[src/include/dcs_pkg.sv]
// Package for the clock synthesiser digital core: register map, fields, reset values.
// Assumes a classic Wishbone slave with 32-bit data and byte addresses.
package dcs_pkg;
   localparam int unsigned ACC_W       = 48;
   localparam int unsigned DAC_W       = 10;
   localparam int unsigned DLY_W       = 14;
   localparam int unsigned NPROF       = 8;
   localparam int unsigned ADR_W       = 8;
   // Register byte offsets
   localparam logic [7:0] ADR_CFR1     = 8'h00;
   localparam logic [7:0] ADR_SECOND_CONTROL_FUNCTION_REGISTER     = 8'h04;
   localparam logic [7:0] ADR_STAT     = 8'h08;
   localparam logic [7:0] ADR_PSEL     = 8'h0c;
   localparam logic [7:0] ADR_FTW_LO   = 8'h10;
   localparam logic [7:0] ADR_FTW_HI   = 8'h14;
   localparam logic [7:0] ADR_DLY      = 8'h18;
   localparam logic [7:0] ADR_PHS      = 8'h1c;
   // First control register fields
   localparam int unsigned F_RDIV      = 0;   // 2 bits: 0 -> /1, 1 -> /2, 2 -> /4, 3 -> /8
   localparam int unsigned F_SWAP      = 2;   // Divided clock to driver, undivided to core
   localparam int unsigned F_CMLSRC    = 3;   // 2 bits: 0 rf, 1 rf divided, 2 feedback
   localparam int unsigned F_MDIV      = 8;   // 4 bits: ratio minus one
   localparam int unsigned F_NDIV      = 12;  // 4 bits: ratio minus one
   localparam int unsigned F_XTAL      = 16;
   // Second control function register fields
   localparam int unsigned F_CPSCALE   = 0;   // 3 bits: multiplier minus one
   localparam int unsigned F_SURGE_R   = 3;
   localparam int unsigned F_SURGE_F   = 4;
   localparam int unsigned F_SURGE_OFF = 5;
   localparam int unsigned F_INT_RSET  = 6;
   localparam logic [31:0] CFR1_RST    = 32'h0000_0000;
   localparam logic [31:0] SECOND_CONTROL_FUNCTION_REGISTER_RST    = 32'h0000_0000;
   localparam logic [1:0]  SYNC_DIV_LAST = 2'h3;
   localparam logic [1:0]  CML_FB      = 2'h2;
endpackage

[src/design/dcs_core.sv]
// Digital core of a DDS clock synthesiser with Wishbone register access.
// Assumes the sample clock is i_core_clk; the analog dividers and driver take the config outputs.
`timescale 1ns/100ps

module dcs_core
   import dcs_pkg::*;
(
   input  wire logic                  i_core_clk,
   input  wire logic                  i_rst_n,
   input  wire logic                  i_clk_en,
   input  wire logic                  i_master_reset,
   input  wire logic                  i_io_update,
   input  wire logic [2:0]            i_profile_select_inputs,
   input  wire logic                  i_wb_cyc,
   input  wire logic                  i_wb_stb,
   input  wire logic                  i_wb_we,
   input  wire logic [ADR_W-1:0]      i_wb_adr,
   input  wire logic [3:0]            i_wb_sel,
   input  wire logic [31:0]           i_wb_dat,
   output logic      [31:0]           o_wb_dat,
   output logic                       o_wb_ack,
   output logic      [DAC_W-1:0]      o_dac_word,
   output logic      [1:0]            o_rf_div_sel,
   output logic                       o_core_clk_undivided,
   output logic      [1:0]            o_cml_src,
   output logic      [3:0]            o_ref_div_m1,
   output logic      [3:0]            o_fb_div_m1,
   output logic                       o_xtal_osc_en,
   output logic      [2:0]            o_cp_scale_m1,
   output logic                       o_surge_rise_en,
   output logic                       o_surge_fall_en,
   output logic                       o_surge_default_off,
   output logic                       o_int_rset_en,
   output logic                       o_sync_clk
);

   // Buffered (software-written) and active register sets
   logic [31:0]      cfr1_buf_q, cfr1_q;
   logic [31:0]      second_control_function_register_buf_q, second_control_function_register_q;
   logic [15:0]      phs_buf_q, phs_q;
   logic [2:0]       psel_q;
   logic [ACC_W-1:0] ftw_buf_q [NPROF];
   logic [ACC_W-1:0] ftw_q     [NPROF];
   logic [DLY_W-1:0] dly_buf_q [NPROF];
   logic [DLY_W-1:0] dly_q     [NPROF];
   logic [2:0]       sel_s1_q, sel_s2_q;
   logic             upd_s1_q, upd_s2_q, mrst_s1_q, mrst_s2_q;
   logic [1:0]       sync_cnt_q;
   logic             sync_rise;
   logic [ACC_W-1:0] acc_q;
   logic [DLY_W-1:0] phase_q;
   logic             wr, rd_req;
   logic             hard_rst;

   // Profile select, update and master reset pins pass two flip-flops before use
   always_ff @(posedge i_core_clk) begin
      if (!i_rst_n) begin
         sel_s1_q  <= 3'h0;
         sel_s2_q  <= 3'h0;
         upd_s1_q  <= 1'b0;
         upd_s2_q  <= 1'b0;
         mrst_s1_q <= 1'b0;
         mrst_s2_q <= 1'b0;
      end else if (i_clk_en) begin
         sel_s1_q  <= i_profile_select_inputs;
         sel_s2_q  <= sel_s1_q;
         upd_s1_q  <= i_io_update;
         upd_s2_q  <= upd_s1_q;
         mrst_s1_q <= i_master_reset;
         mrst_s2_q <= mrst_s1_q;
      end
   end

   assign hard_rst = !i_rst_n || mrst_s2_q;

   // Sync clock: sample clock divided by four, rising as the count reaches SYNC_DIV_LAST
   always_ff @(posedge i_core_clk) begin
      if (hard_rst) begin
         sync_cnt_q <= 2'h0;
         o_sync_clk <= 1'b0;
      end else if (i_clk_en) begin
         sync_cnt_q <= sync_cnt_q + 2'h1;
         o_sync_clk <= sync_cnt_q[1];
      end
   end
   assign sync_rise = (sync_cnt_q == SYNC_DIV_LAST);

   assign wr     = i_wb_cyc && i_wb_stb && i_wb_we && !o_wb_ack;
   assign rd_req = i_wb_cyc && i_wb_stb && !o_wb_ack;

   function automatic logic [31:0] merge(input logic [31:0] old, input logic [31:0] nw,
                                         input logic [3:0] sel);
      logic [31:0] r;
      r = old;
      for (int b = 0; b < 4; b++) begin
         if (sel[b]) r[b*8 +: 8] = nw[b*8 +: 8];
      end
      return r;
   endfunction

   // Wishbone slave: ack one cycle after the request, dropped the next
   always_ff @(posedge i_core_clk) begin
      if (hard_rst) begin
         o_wb_ack <= 1'b0;
         o_wb_dat <= 32'h0;
      end else if (i_clk_en) begin
         o_wb_ack <= rd_req;
         if (rd_req) begin
            unique case (i_wb_adr)
               ADR_CFR1:   o_wb_dat <= cfr1_buf_q;
               ADR_SECOND_CONTROL_FUNCTION_REGISTER:   o_wb_dat <= second_control_function_register_buf_q;
               ADR_STAT:   o_wb_dat <= {23'h0, psel_q, 2'h0, sync_cnt_q, 1'b0, sel_s2_q == psel_q};
               ADR_PSEL:   o_wb_dat <= {29'h0, psel_q};
               ADR_FTW_LO: o_wb_dat <= ftw_buf_q[psel_q][31:0];
               ADR_FTW_HI: o_wb_dat <= {16'h0, ftw_buf_q[psel_q][ACC_W-1:32]};
               ADR_DLY:    o_wb_dat <= {18'h0, dly_buf_q[psel_q]};
               ADR_PHS:    o_wb_dat <= {16'h0, phs_buf_q};
               default:    o_wb_dat <= 32'h0;
            endcase
         end
      end
   end

   // Software-side buffers; PSEL picks which profile the window addresses
   always_ff @(posedge i_core_clk) begin
      if (hard_rst) begin
         cfr1_buf_q <= CFR1_RST;
         second_control_function_register_buf_q <= SECOND_CONTROL_FUNCTION_REGISTER_RST;
         phs_buf_q  <= 16'h0;
         psel_q     <= 3'h0;
      end else if (i_clk_en && wr) begin
         if (i_wb_adr == ADR_CFR1) cfr1_buf_q <= merge(cfr1_buf_q, i_wb_dat, i_wb_sel);
         if (i_wb_adr == ADR_SECOND_CONTROL_FUNCTION_REGISTER) second_control_function_register_buf_q <= merge(second_control_function_register_buf_q, i_wb_dat, i_wb_sel);
         if (i_wb_adr == ADR_PHS) phs_buf_q <= 16'(merge({16'h0, phs_buf_q}, i_wb_dat, i_wb_sel));
         if (i_wb_adr == ADR_PSEL && i_wb_sel[0]) psel_q <= i_wb_dat[2:0];
      end
   end

   // Per-profile buffers and active copies
   for (genvar p = 0; p < NPROF; p++) begin : g_prof
      logic [63:0] fw;
      logic [31:0] dw;
      always_comb begin
         fw = {16'h0, ftw_buf_q[p]};
         dw = merge({18'h0, dly_buf_q[p]}, i_wb_dat, i_wb_sel);
         if (i_wb_adr == ADR_FTW_LO) fw[31:0]  = merge(fw[31:0], i_wb_dat, i_wb_sel);
         if (i_wb_adr == ADR_FTW_HI) fw[63:32] = merge(fw[63:32], i_wb_dat, i_wb_sel);
      end
      always_ff @(posedge i_core_clk) begin
         if (hard_rst) begin
            ftw_buf_q[p] <= '0;
            dly_buf_q[p] <= '0;
         end else if (i_clk_en && wr && psel_q == 3'(p)) begin
            if (i_wb_adr == ADR_FTW_LO || i_wb_adr == ADR_FTW_HI) ftw_buf_q[p] <= fw[ACC_W-1:0];
            if (i_wb_adr == ADR_DLY) dly_buf_q[p] <= dw[DLY_W-1:0];
         end
      end
      always_ff @(posedge i_core_clk) begin
         if (hard_rst) begin
            ftw_q[p] <= '0;
            dly_q[p] <= '0;
         end else if (i_clk_en && upd_s2_q && sync_rise) begin
            ftw_q[p] <= ftw_buf_q[p];
            dly_q[p] <= dly_buf_q[p];
         end
      end
   end

   // Active control registers
   always_ff @(posedge i_core_clk) begin
      if (hard_rst) begin
         cfr1_q <= CFR1_RST;
         second_control_function_register_q <= SECOND_CONTROL_FUNCTION_REGISTER_RST;
         phs_q  <= 16'h0;
      end else if (i_clk_en && upd_s2_q && sync_rise) begin
         cfr1_q <= cfr1_buf_q;
         second_control_function_register_q <= second_control_function_register_buf_q;
         phs_q  <= phs_buf_q;
      end
   end

   // Phase accumulator; wraps naturally at 2^48 (software keeps word <= 2^47)
   always_ff @(posedge i_core_clk) begin
      if (hard_rst) begin
         acc_q <= '0;
      end else if (i_clk_en) begin
         acc_q <= acc_q + ftw_q[sel_s2_q];
      end
   end

   // Offset: profile delay word plus global phase word, on the top 14 phase bits
   always_ff @(posedge i_core_clk) begin
      if (hard_rst) begin
         phase_q <= '0;
      end else if (i_clk_en) begin
         phase_q <= acc_q[ACC_W-1 -: DLY_W] + dly_q[sel_s2_q] + phs_q[DLY_W-1:0];
      end
   end

   // Cosine by quarter-wave symmetry with a parabolic approximation per quadrant
   logic [11:0] qx;
   logic [23:0] sq;
   logic [DAC_W-1:0] mag;
   always_comb begin
      qx  = phase_q[12] ? ~phase_q[11:0] : phase_q[11:0];
      sq  = qx * qx;
      mag = 10'(sq[23:15]);
   end

   always_ff @(posedge i_core_clk) begin
      if (hard_rst) begin
         o_dac_word <= 10'h200;
      end else if (i_clk_en) begin
         // Offset binary: top two phase bits give the cosine sign
         // Near a half turn qx is the distance to it, so the curve rises from the floor
         if (phase_q[13] ^ phase_q[12])
            o_dac_word <= 10'h001 + 10'(mag);
         else
            o_dac_word <= 10'h3fe - 10'(mag);
      end
   end

   // Configuration outputs from the active registers
   always_ff @(posedge i_core_clk) begin
      if (hard_rst) begin
         o_rf_div_sel         <= 2'h0;
         o_core_clk_undivided <= 1'b0;
         o_cml_src            <= 2'h0;
         o_ref_div_m1         <= 4'h0;
         o_fb_div_m1          <= 4'h0;
         o_xtal_osc_en        <= 1'b0;
         o_cp_scale_m1        <= 3'h0;
         o_surge_rise_en      <= 1'b0;
         o_surge_fall_en      <= 1'b0;
         o_surge_default_off  <= 1'b0;
         o_int_rset_en        <= 1'b0;
      end else if (i_clk_en) begin
         o_rf_div_sel         <= cfr1_q[F_RDIV +: 2];
         o_core_clk_undivided <= cfr1_q[F_SWAP];
         // Code 3 is not a source; it falls back to the feedback input
         o_cml_src            <= (cfr1_q[F_CMLSRC +: 2] > CML_FB) ? CML_FB
                                 : cfr1_q[F_CMLSRC +: 2];
         o_ref_div_m1         <= cfr1_q[F_MDIV +: 4];
         o_fb_div_m1          <= cfr1_q[F_NDIV +: 4];
         o_xtal_osc_en        <= cfr1_q[F_XTAL];
         o_cp_scale_m1        <= second_control_function_register_q[F_CPSCALE +: 3];
         o_surge_rise_en      <= second_control_function_register_q[F_SURGE_R];
         o_surge_fall_en      <= second_control_function_register_q[F_SURGE_F];
         o_surge_default_off  <= second_control_function_register_q[F_SURGE_OFF];
         o_int_rset_en        <= second_control_function_register_q[F_INT_RSET];
      end
   end

endmodule

[config.mk]
export PLATFORM = sky130hd
export DESIGN_NAME = dcs_core
export DESIGN_NICKNAME = d
export VERILOG_FILES = /design/src/include/dcs_pkg.sv /design/src/design/dcs_core.sv
export SDC_FILE = /design/constraint.sdc
export NUM_CORES = 2
export LEC_CHECK = 0
export BUFFER_PORTS_ARGS = -buffer_cell sky130_fd_sc_hd__clkbuf_2
export CORE_ASPECT_RATIO = 1.4
export CORE_MARGIN = 2
export CORE_UTILIZATION = 60
export DETAILED_ROUTE_END_ITERATION = 8
export GPL_ROUTABILITY_DRIVEN = 0
export PLACE_DENSITY = 0.73
export SYNTH_ARGS = -nofsm -noshare
export SYNTH_HDL_FRONTEND = slang
export SYNTH_SLANG_ARGS = --single-unit
[constraint.sdc]
create_clock -name i_core_clk -period 18.54 [get_ports i_core_clk]
set_clock_uncertainty 0.05 [all_clocks]
set_input_delay 1.854 -clock i_core_clk [delete_from_list [all_inputs] [get_ports i_core_clk]]
set_output_delay 1.854 -clock i_core_clk [all_outputs]
set_load 0.01 [all_outputs]
[Yosys cells after proc, flatten, opt, wreduce, memory -nomap -nowiden]
Memory sizes are Yosys's and may differ from the RTL's. A register that Yosys moved wholly into a read port is not among the register bits.
Cells that the tools add are included.
Widths: inputs -> output; s select.
Word-level totals
  word-level logic and storage cells: 313
  memories kept: 4
  flip-flop bits (word level): 260
  bits of input ports: 55
  ROM bits: 0
  bits in latches: 0
  output and inout port bits: 65
  bits in writable memories: 992
Memories
  ftw_buf_q: words 8, bits a word 48, read ports 9, clocked after Yosys merged registers in 1, wr ports 8, RTL line dcs_core.sv:42  | logic [ACC_W-1:0] ftw_buf_q [NPROF];
  ftw_q: words 8, bits a word 48, read ports 1, clocked after Yosys merged registers in 1, wr ports 8, RTL line dcs_core.sv:43  | logic [ACC_W-1:0] ftw_q [NPROF];
  dly_buf_q: words 8, bits a word 14, read ports 9, clocked after Yosys merged registers in 1, wr ports 8, RTL line dcs_core.sv:44  | logic [DLY_W-1:0] dly_buf_q [NPROF];
  dly_q: words 8, bits a word 14, read ports 1, clocked after Yosys merged registers in 1, wr ports 8, RTL line dcs_core.sv:45  | logic [DLY_W-1:0] dly_q [NPROF];
Operators by class
  add/subtract/negate cells: 6
  order comparisons: 1
  divide/modulo/power cells: 0
  shift operators: 0
  bitwise logic cells: 34
  eq/ne operators: 16
  $mul: 1
  mux-type cells: 179
  reduce and logical (&&, ||, !) cells: 34
Operators by type and width (count)
  $mux 48: 16
  $mux 8: 56
  $mux 32: 8
  $pmux 32 s8: 1
  $mux 14: 16
  $mux 16: 8
  $mux 1: 55
  $add 48x48->48: 1
  $mux 6: 8
  $eq 8x5->1 const B: 4
  $or 1x1->1: 32
  $reduce_and 3->1: 10
  $add 14x14->14: 2
  $mul 12x12->24: 1
  $mux 3: 8
  $eq 8x4->1 const B: 2
  $logic_and 1x1->1: 16
  $eq 3x3->1 const B: 4
  $mux 12: 1
  $not 12->12: 1
  $add 1x9->10 const A: 1
  $mux 10: 1
  $sub 10x9->10 const A: 1
  $eq 8x3->1 const B: 1
  other kinds (13): 17

[Longest topological paths before layout]
  depth in word-level cells: 9
  depth in mapped cells: 29
  depth with buffers taken out: 26

[Worst setup path before layout]
OpenSTA, ideal clock, no wires.
  path kind: input to register
  start point: in i_rst_n
  end point: mem dly_q[0][0] (enable)
  slack: 5.656 ns
  arrival time: 11.992 ns
  data required time: 17.649 ns
  stages: 5
  cell sequence: nor2b_1 > clkbuf_1 > and2_1 > clkbuf_1 > inv_1
RTL lines
  start: declaration: RTL line dcs_core.sv:9  | input wire logic i_rst_n,
  end: declaration: RTL line dcs_core.sv:45

[Worst setup path in the final report]
  start point: reg phase_q[12]
  end point: reg o_dac_word[8]
Between the ends
  cells in the longest elaborated chain, start to end: 4
  elaborated cells between the ends (all ways): 6
  classes of those cells: 2 x add/sub; 1 x mul; 2 x mux; 1 x bitwise
RTL lines
  start: declaration: RTL line dcs_core.sv:51  | logic [DLY_W-1:0] phase_q;
  start signal: assignment: RTL line dcs_core.sv:196  | phase_q <= acc_q[ACC_W-1 -: DLY_W] + dly_q[sel_s2_q] + phs_q[DLY_W-1:0];
  $mux 12: RTL line dcs_core.sv:205  | qx = phase_q[12] ? ~phase_q[11:0] : phase_q[11:0];
  $mul 12x12->24: RTL line dcs_core.sv:206  | sq = qx * qx;
  $sub 10x9->10 or $add 1x9->10 (tied branches): RTL line dcs_core.sv:219, dcs_core.sv:217
  $mux 10 (*): RTL line dcs_core.sv:216  | if (phase_q[13] ^ phase_q[12])
  end signal: assignment: RTL line dcs_core.sv:217  | o_dac_word <= 10'h001 + 10'(mag);
  end signal: assignment: RTL line dcs_core.sv:219  | o_dac_word <= 10'h3fe - 10'(mag);
  end: declaration: RTL line dcs_core.sv:22  | output logic [DAC_W-1:0] o_dac_word,
Mark *: on every way between the ends. The rest lies on a longest branch, timed or not.
A chain may end at the register's enable or synchronous reset.

==> flow_metrics.py <==
metrics = {
    "worst_setup_path": {
        "crit_path_end_kind": "flip-flop",
        "crit_fanout": 29,
        "rrSetupSlack_ns": 11.59,
        "cp.required_ns": 19.11,
        "startpoint_type": "flip-flop",
        "critPathKind": "reg2reg",
        "critPathArrivalTime_ns": 7.52,
    },
    "floorplan": {
        "initial_core_util_pct": 60.34,
        "boundaryPins": 120,
        "rows": 138,
        "die_y_um": 380.8,
        "core_area_um2": 100800,
        "die-area_um2": 104000,
        "die_w_um": 273.1,
    },
    "synth": {
        "synth_edf_count": 992,
        "synth.avg_cell_area_um2": 13.26,
        "synth_nets": 4849,
        "netlist_area_um2": 60850,
        "synth.yosys.seq_area_share_pct": 57.61,
        "ys.flop_type": "edfxtp_1",
        "ys_ff_latch": 1255,
        "synth_cell_types": 71,
        "yosys.area.top_type": "edfxtp_1",
        "yosysTopAreaCellShare_pct": 48.95,
        "syn_inst": 4588,
        "netlist_top_cells_area": "edfxtp_1 (49%), mux4_2 (9.7%), and2_1 (9.0%)",
        "synthArstFlopShare_pct": 0,
        "synth_warnings": 0,
    },
    "routing": {
        "route.detailed.drc": 0,
        "wirelength_um": 157100,
        "vias_per_cell": 6.107,
        "met1Wirelength_um": 55480,
        "detail_route.wl_per_cell_um": 26.05,
        "vias": 36830,
        "ant_nets": 0,
        "wl_met3_um": 10750,
        "highest_layer": "met5",
        "dr.first_iter.drc_count": 3570,
        "drtPass1Iterations": 6,
        "wl_met2_um": 81920,
    },
    "finish": {
        "layout_common_cells": "edfxtp_1 (992), and2_1 (878), nand2_1 (326)",
        "post-route-util_pct": 65.96,
        "final_common_cell": "edfxtp_1",
        "nNetsFinal": 4855,
        "final_layout_size_suffix_gt1_share_pct": 15.76,
        "area_delta_synth_final_pct": 9.302,
        "instances_no_fill": 6030,
    },
    "clock_network": {
        "cts_root_buf": "clkbuf_16",
        "ctsResizeCount": 0,
        "cts.sinks": 1255,
        "clk_latency_ns": 0.75,
        "clockBufferDepth": 3,
        "cts_tree": "yes",
        "post-cts-setup-buffer-count": 0,
        "cts_hold_buf": 0,
        "cts_buffers": 114,
        "clk_pin_slew_ns": 0.06,
        "htree_levels": 3,
    },
    "sta": {
        "slew_violations": 0,
        "fin_crit_sh_pct": 37.46,
        "finalSetupTns_ns": 0,
        "relSlewSlack_pct": 9.116,
        "grt_setup_unrepaired": "no",
        "tightest_slew_ns": 1.362,
        "fin_crit_ns": 6.945,
        "finalHoldViolations": 0,
        "setup_slack_ns": 11.59,
        "finalSetupViolations": 0,
        "fmax_mhz": 144.0,
    },
    "power": {
        "leakagePower_nw": 24.98,
        "total_power_mw": 6.597,
        "cellPowerDensity_nw_per_um2": 99.19,
        "ir_drop_uv": 109.3,
    },
    "global_route": {
        "antenna_found_initial": 12,
        "grt_max_degree": 239,
        "grt_use_total_pct": 30.62,
        "grt_pass1_wl_um": 232100,
        "first_global_vias": 37410,
        "overflow": 0,
    },
    "place": {
        "place_ws_ns": 11.42,
        "dp_hpwl_um": 106600,
        "dp.cells": 5808,
        "io_buffers": 119,
    },
    "run": {
        "max_cap_viol_count": 0,
    },
    "status": {
        "outcome": "complete, no violations",
    },
    "hold_path": {
        "hold_path.class": "reg2reg",
    },
}
## critical path, stage by stage (launching register included)
cell and delay (ns):
dfxtp_1 0.40, buf_4 0.34, xor2_1 0.41, inv_1 0.17, nor2_1 0.30, fa_1 0.50, fa_1 0.50, fa_1 0.52
fa_1 0.50, inv_1 0.05, fa_1 0.47, inv_1 0.04, ha_1 0.29, a21o_1 0.17, a21o_1 0.18, a22o_1 0.26
or2_2 0.31, a21oi_1 0.26, ha_1 0.26, nor4b_1 0.28, o32a_1 0.26, mux2i_1 0.10, xnor2_1 0.17, a21oi_1 0.08
## per-layer routing
layer  vias up  GRT usage [%]
li1      16540              -
met1     18430          35.84
met2      1418          54.43
met3       426          4.305
met4        14          16.15
met5         -              0
## report_power, final
group | internal, mW | leakage, nW | switching [mW]
combinational | 0.398 | 10.7 | 0.592
clock | 1.31 | 1.83 | 1.08
sequential | 3.15 | 12.5 | 0.0629
## registers in the layout, summed over array words and instances, names as in the netlist, 32 cells and up, named ones only
name,count
acc_q,48
o_wb_dat,32
second_control_function_register_buf_q,32
dly_buf_q,112
ftw_q,384
dly_q,112
ftw_buf_q,384
cfr1_buf_q,32
## layout make-up
class                           count  area (um2)
Tap cell                         1330        1664
Inverter                          149       566.8
Fill cell                        7402       34330
Timing Repair Buffer              206        1280
Clock buffer                      152        3105
Multi-Input combinational cell   2868       24120
Sequential cell                  1255       35080
Clock inverter                     66       686.9
Antenna cell                        4       10.01
## path summary, 6_finish.rpt
kind,cells past startpoint,end,startpoint
setup reg to reg,23,o_dac_word[8],phase_q[12]
hold reg to reg,2,second_control_function_register_buf_q[19],second_control_function_register_buf_q[19]
hold / removal,2,second_control_function_register_buf_q[19],second_control_function_register_buf_q[19]
setup / recovery,23,o_dac_word[8],phase_q[12]
## cell families (layout without fill, tap and decap cells)
kind of cell	Yosys count	after routing	share of synthesized area, %
adder cells (fa/ha/maj)	206	206	5.371
other	0	4	0
multiplexers	492	492	13.60
XOR/XNOR	89	89	1.281
AO/OA/AOI/OAI	468	468	4.935
flip-flops	1255	1255	57.61
AND/OR/NAND/NOR	1613	1613	14.30
buffers and inverters	465	573	2.907
## through the flow
stage | hold slack, ns | cell area, um2
after floorplan | 0.3812 | 60850
after global placement | 0.3869 | 62710
after detailed placement | 0.3930 | 62710
after CTS | 0.4016 | 66500
after global routing | 0.4179 | 66500
final | 0.4009 | 66510
## synth_stat cells (92+ instances only)
library cell / n
and2_1: 879
ha_1: 114
mux2i_1: 172
mux4_2: 262
dfxtp_1: 263
edfxtp_1: 992
nand2_1: 326
clkbuf_1: 261
nor2_1: 228
o21ai_0: 96
fa_1: 92
inv_1: 149
a21oi_1: 139
Power figures use the tool's default switching activity.
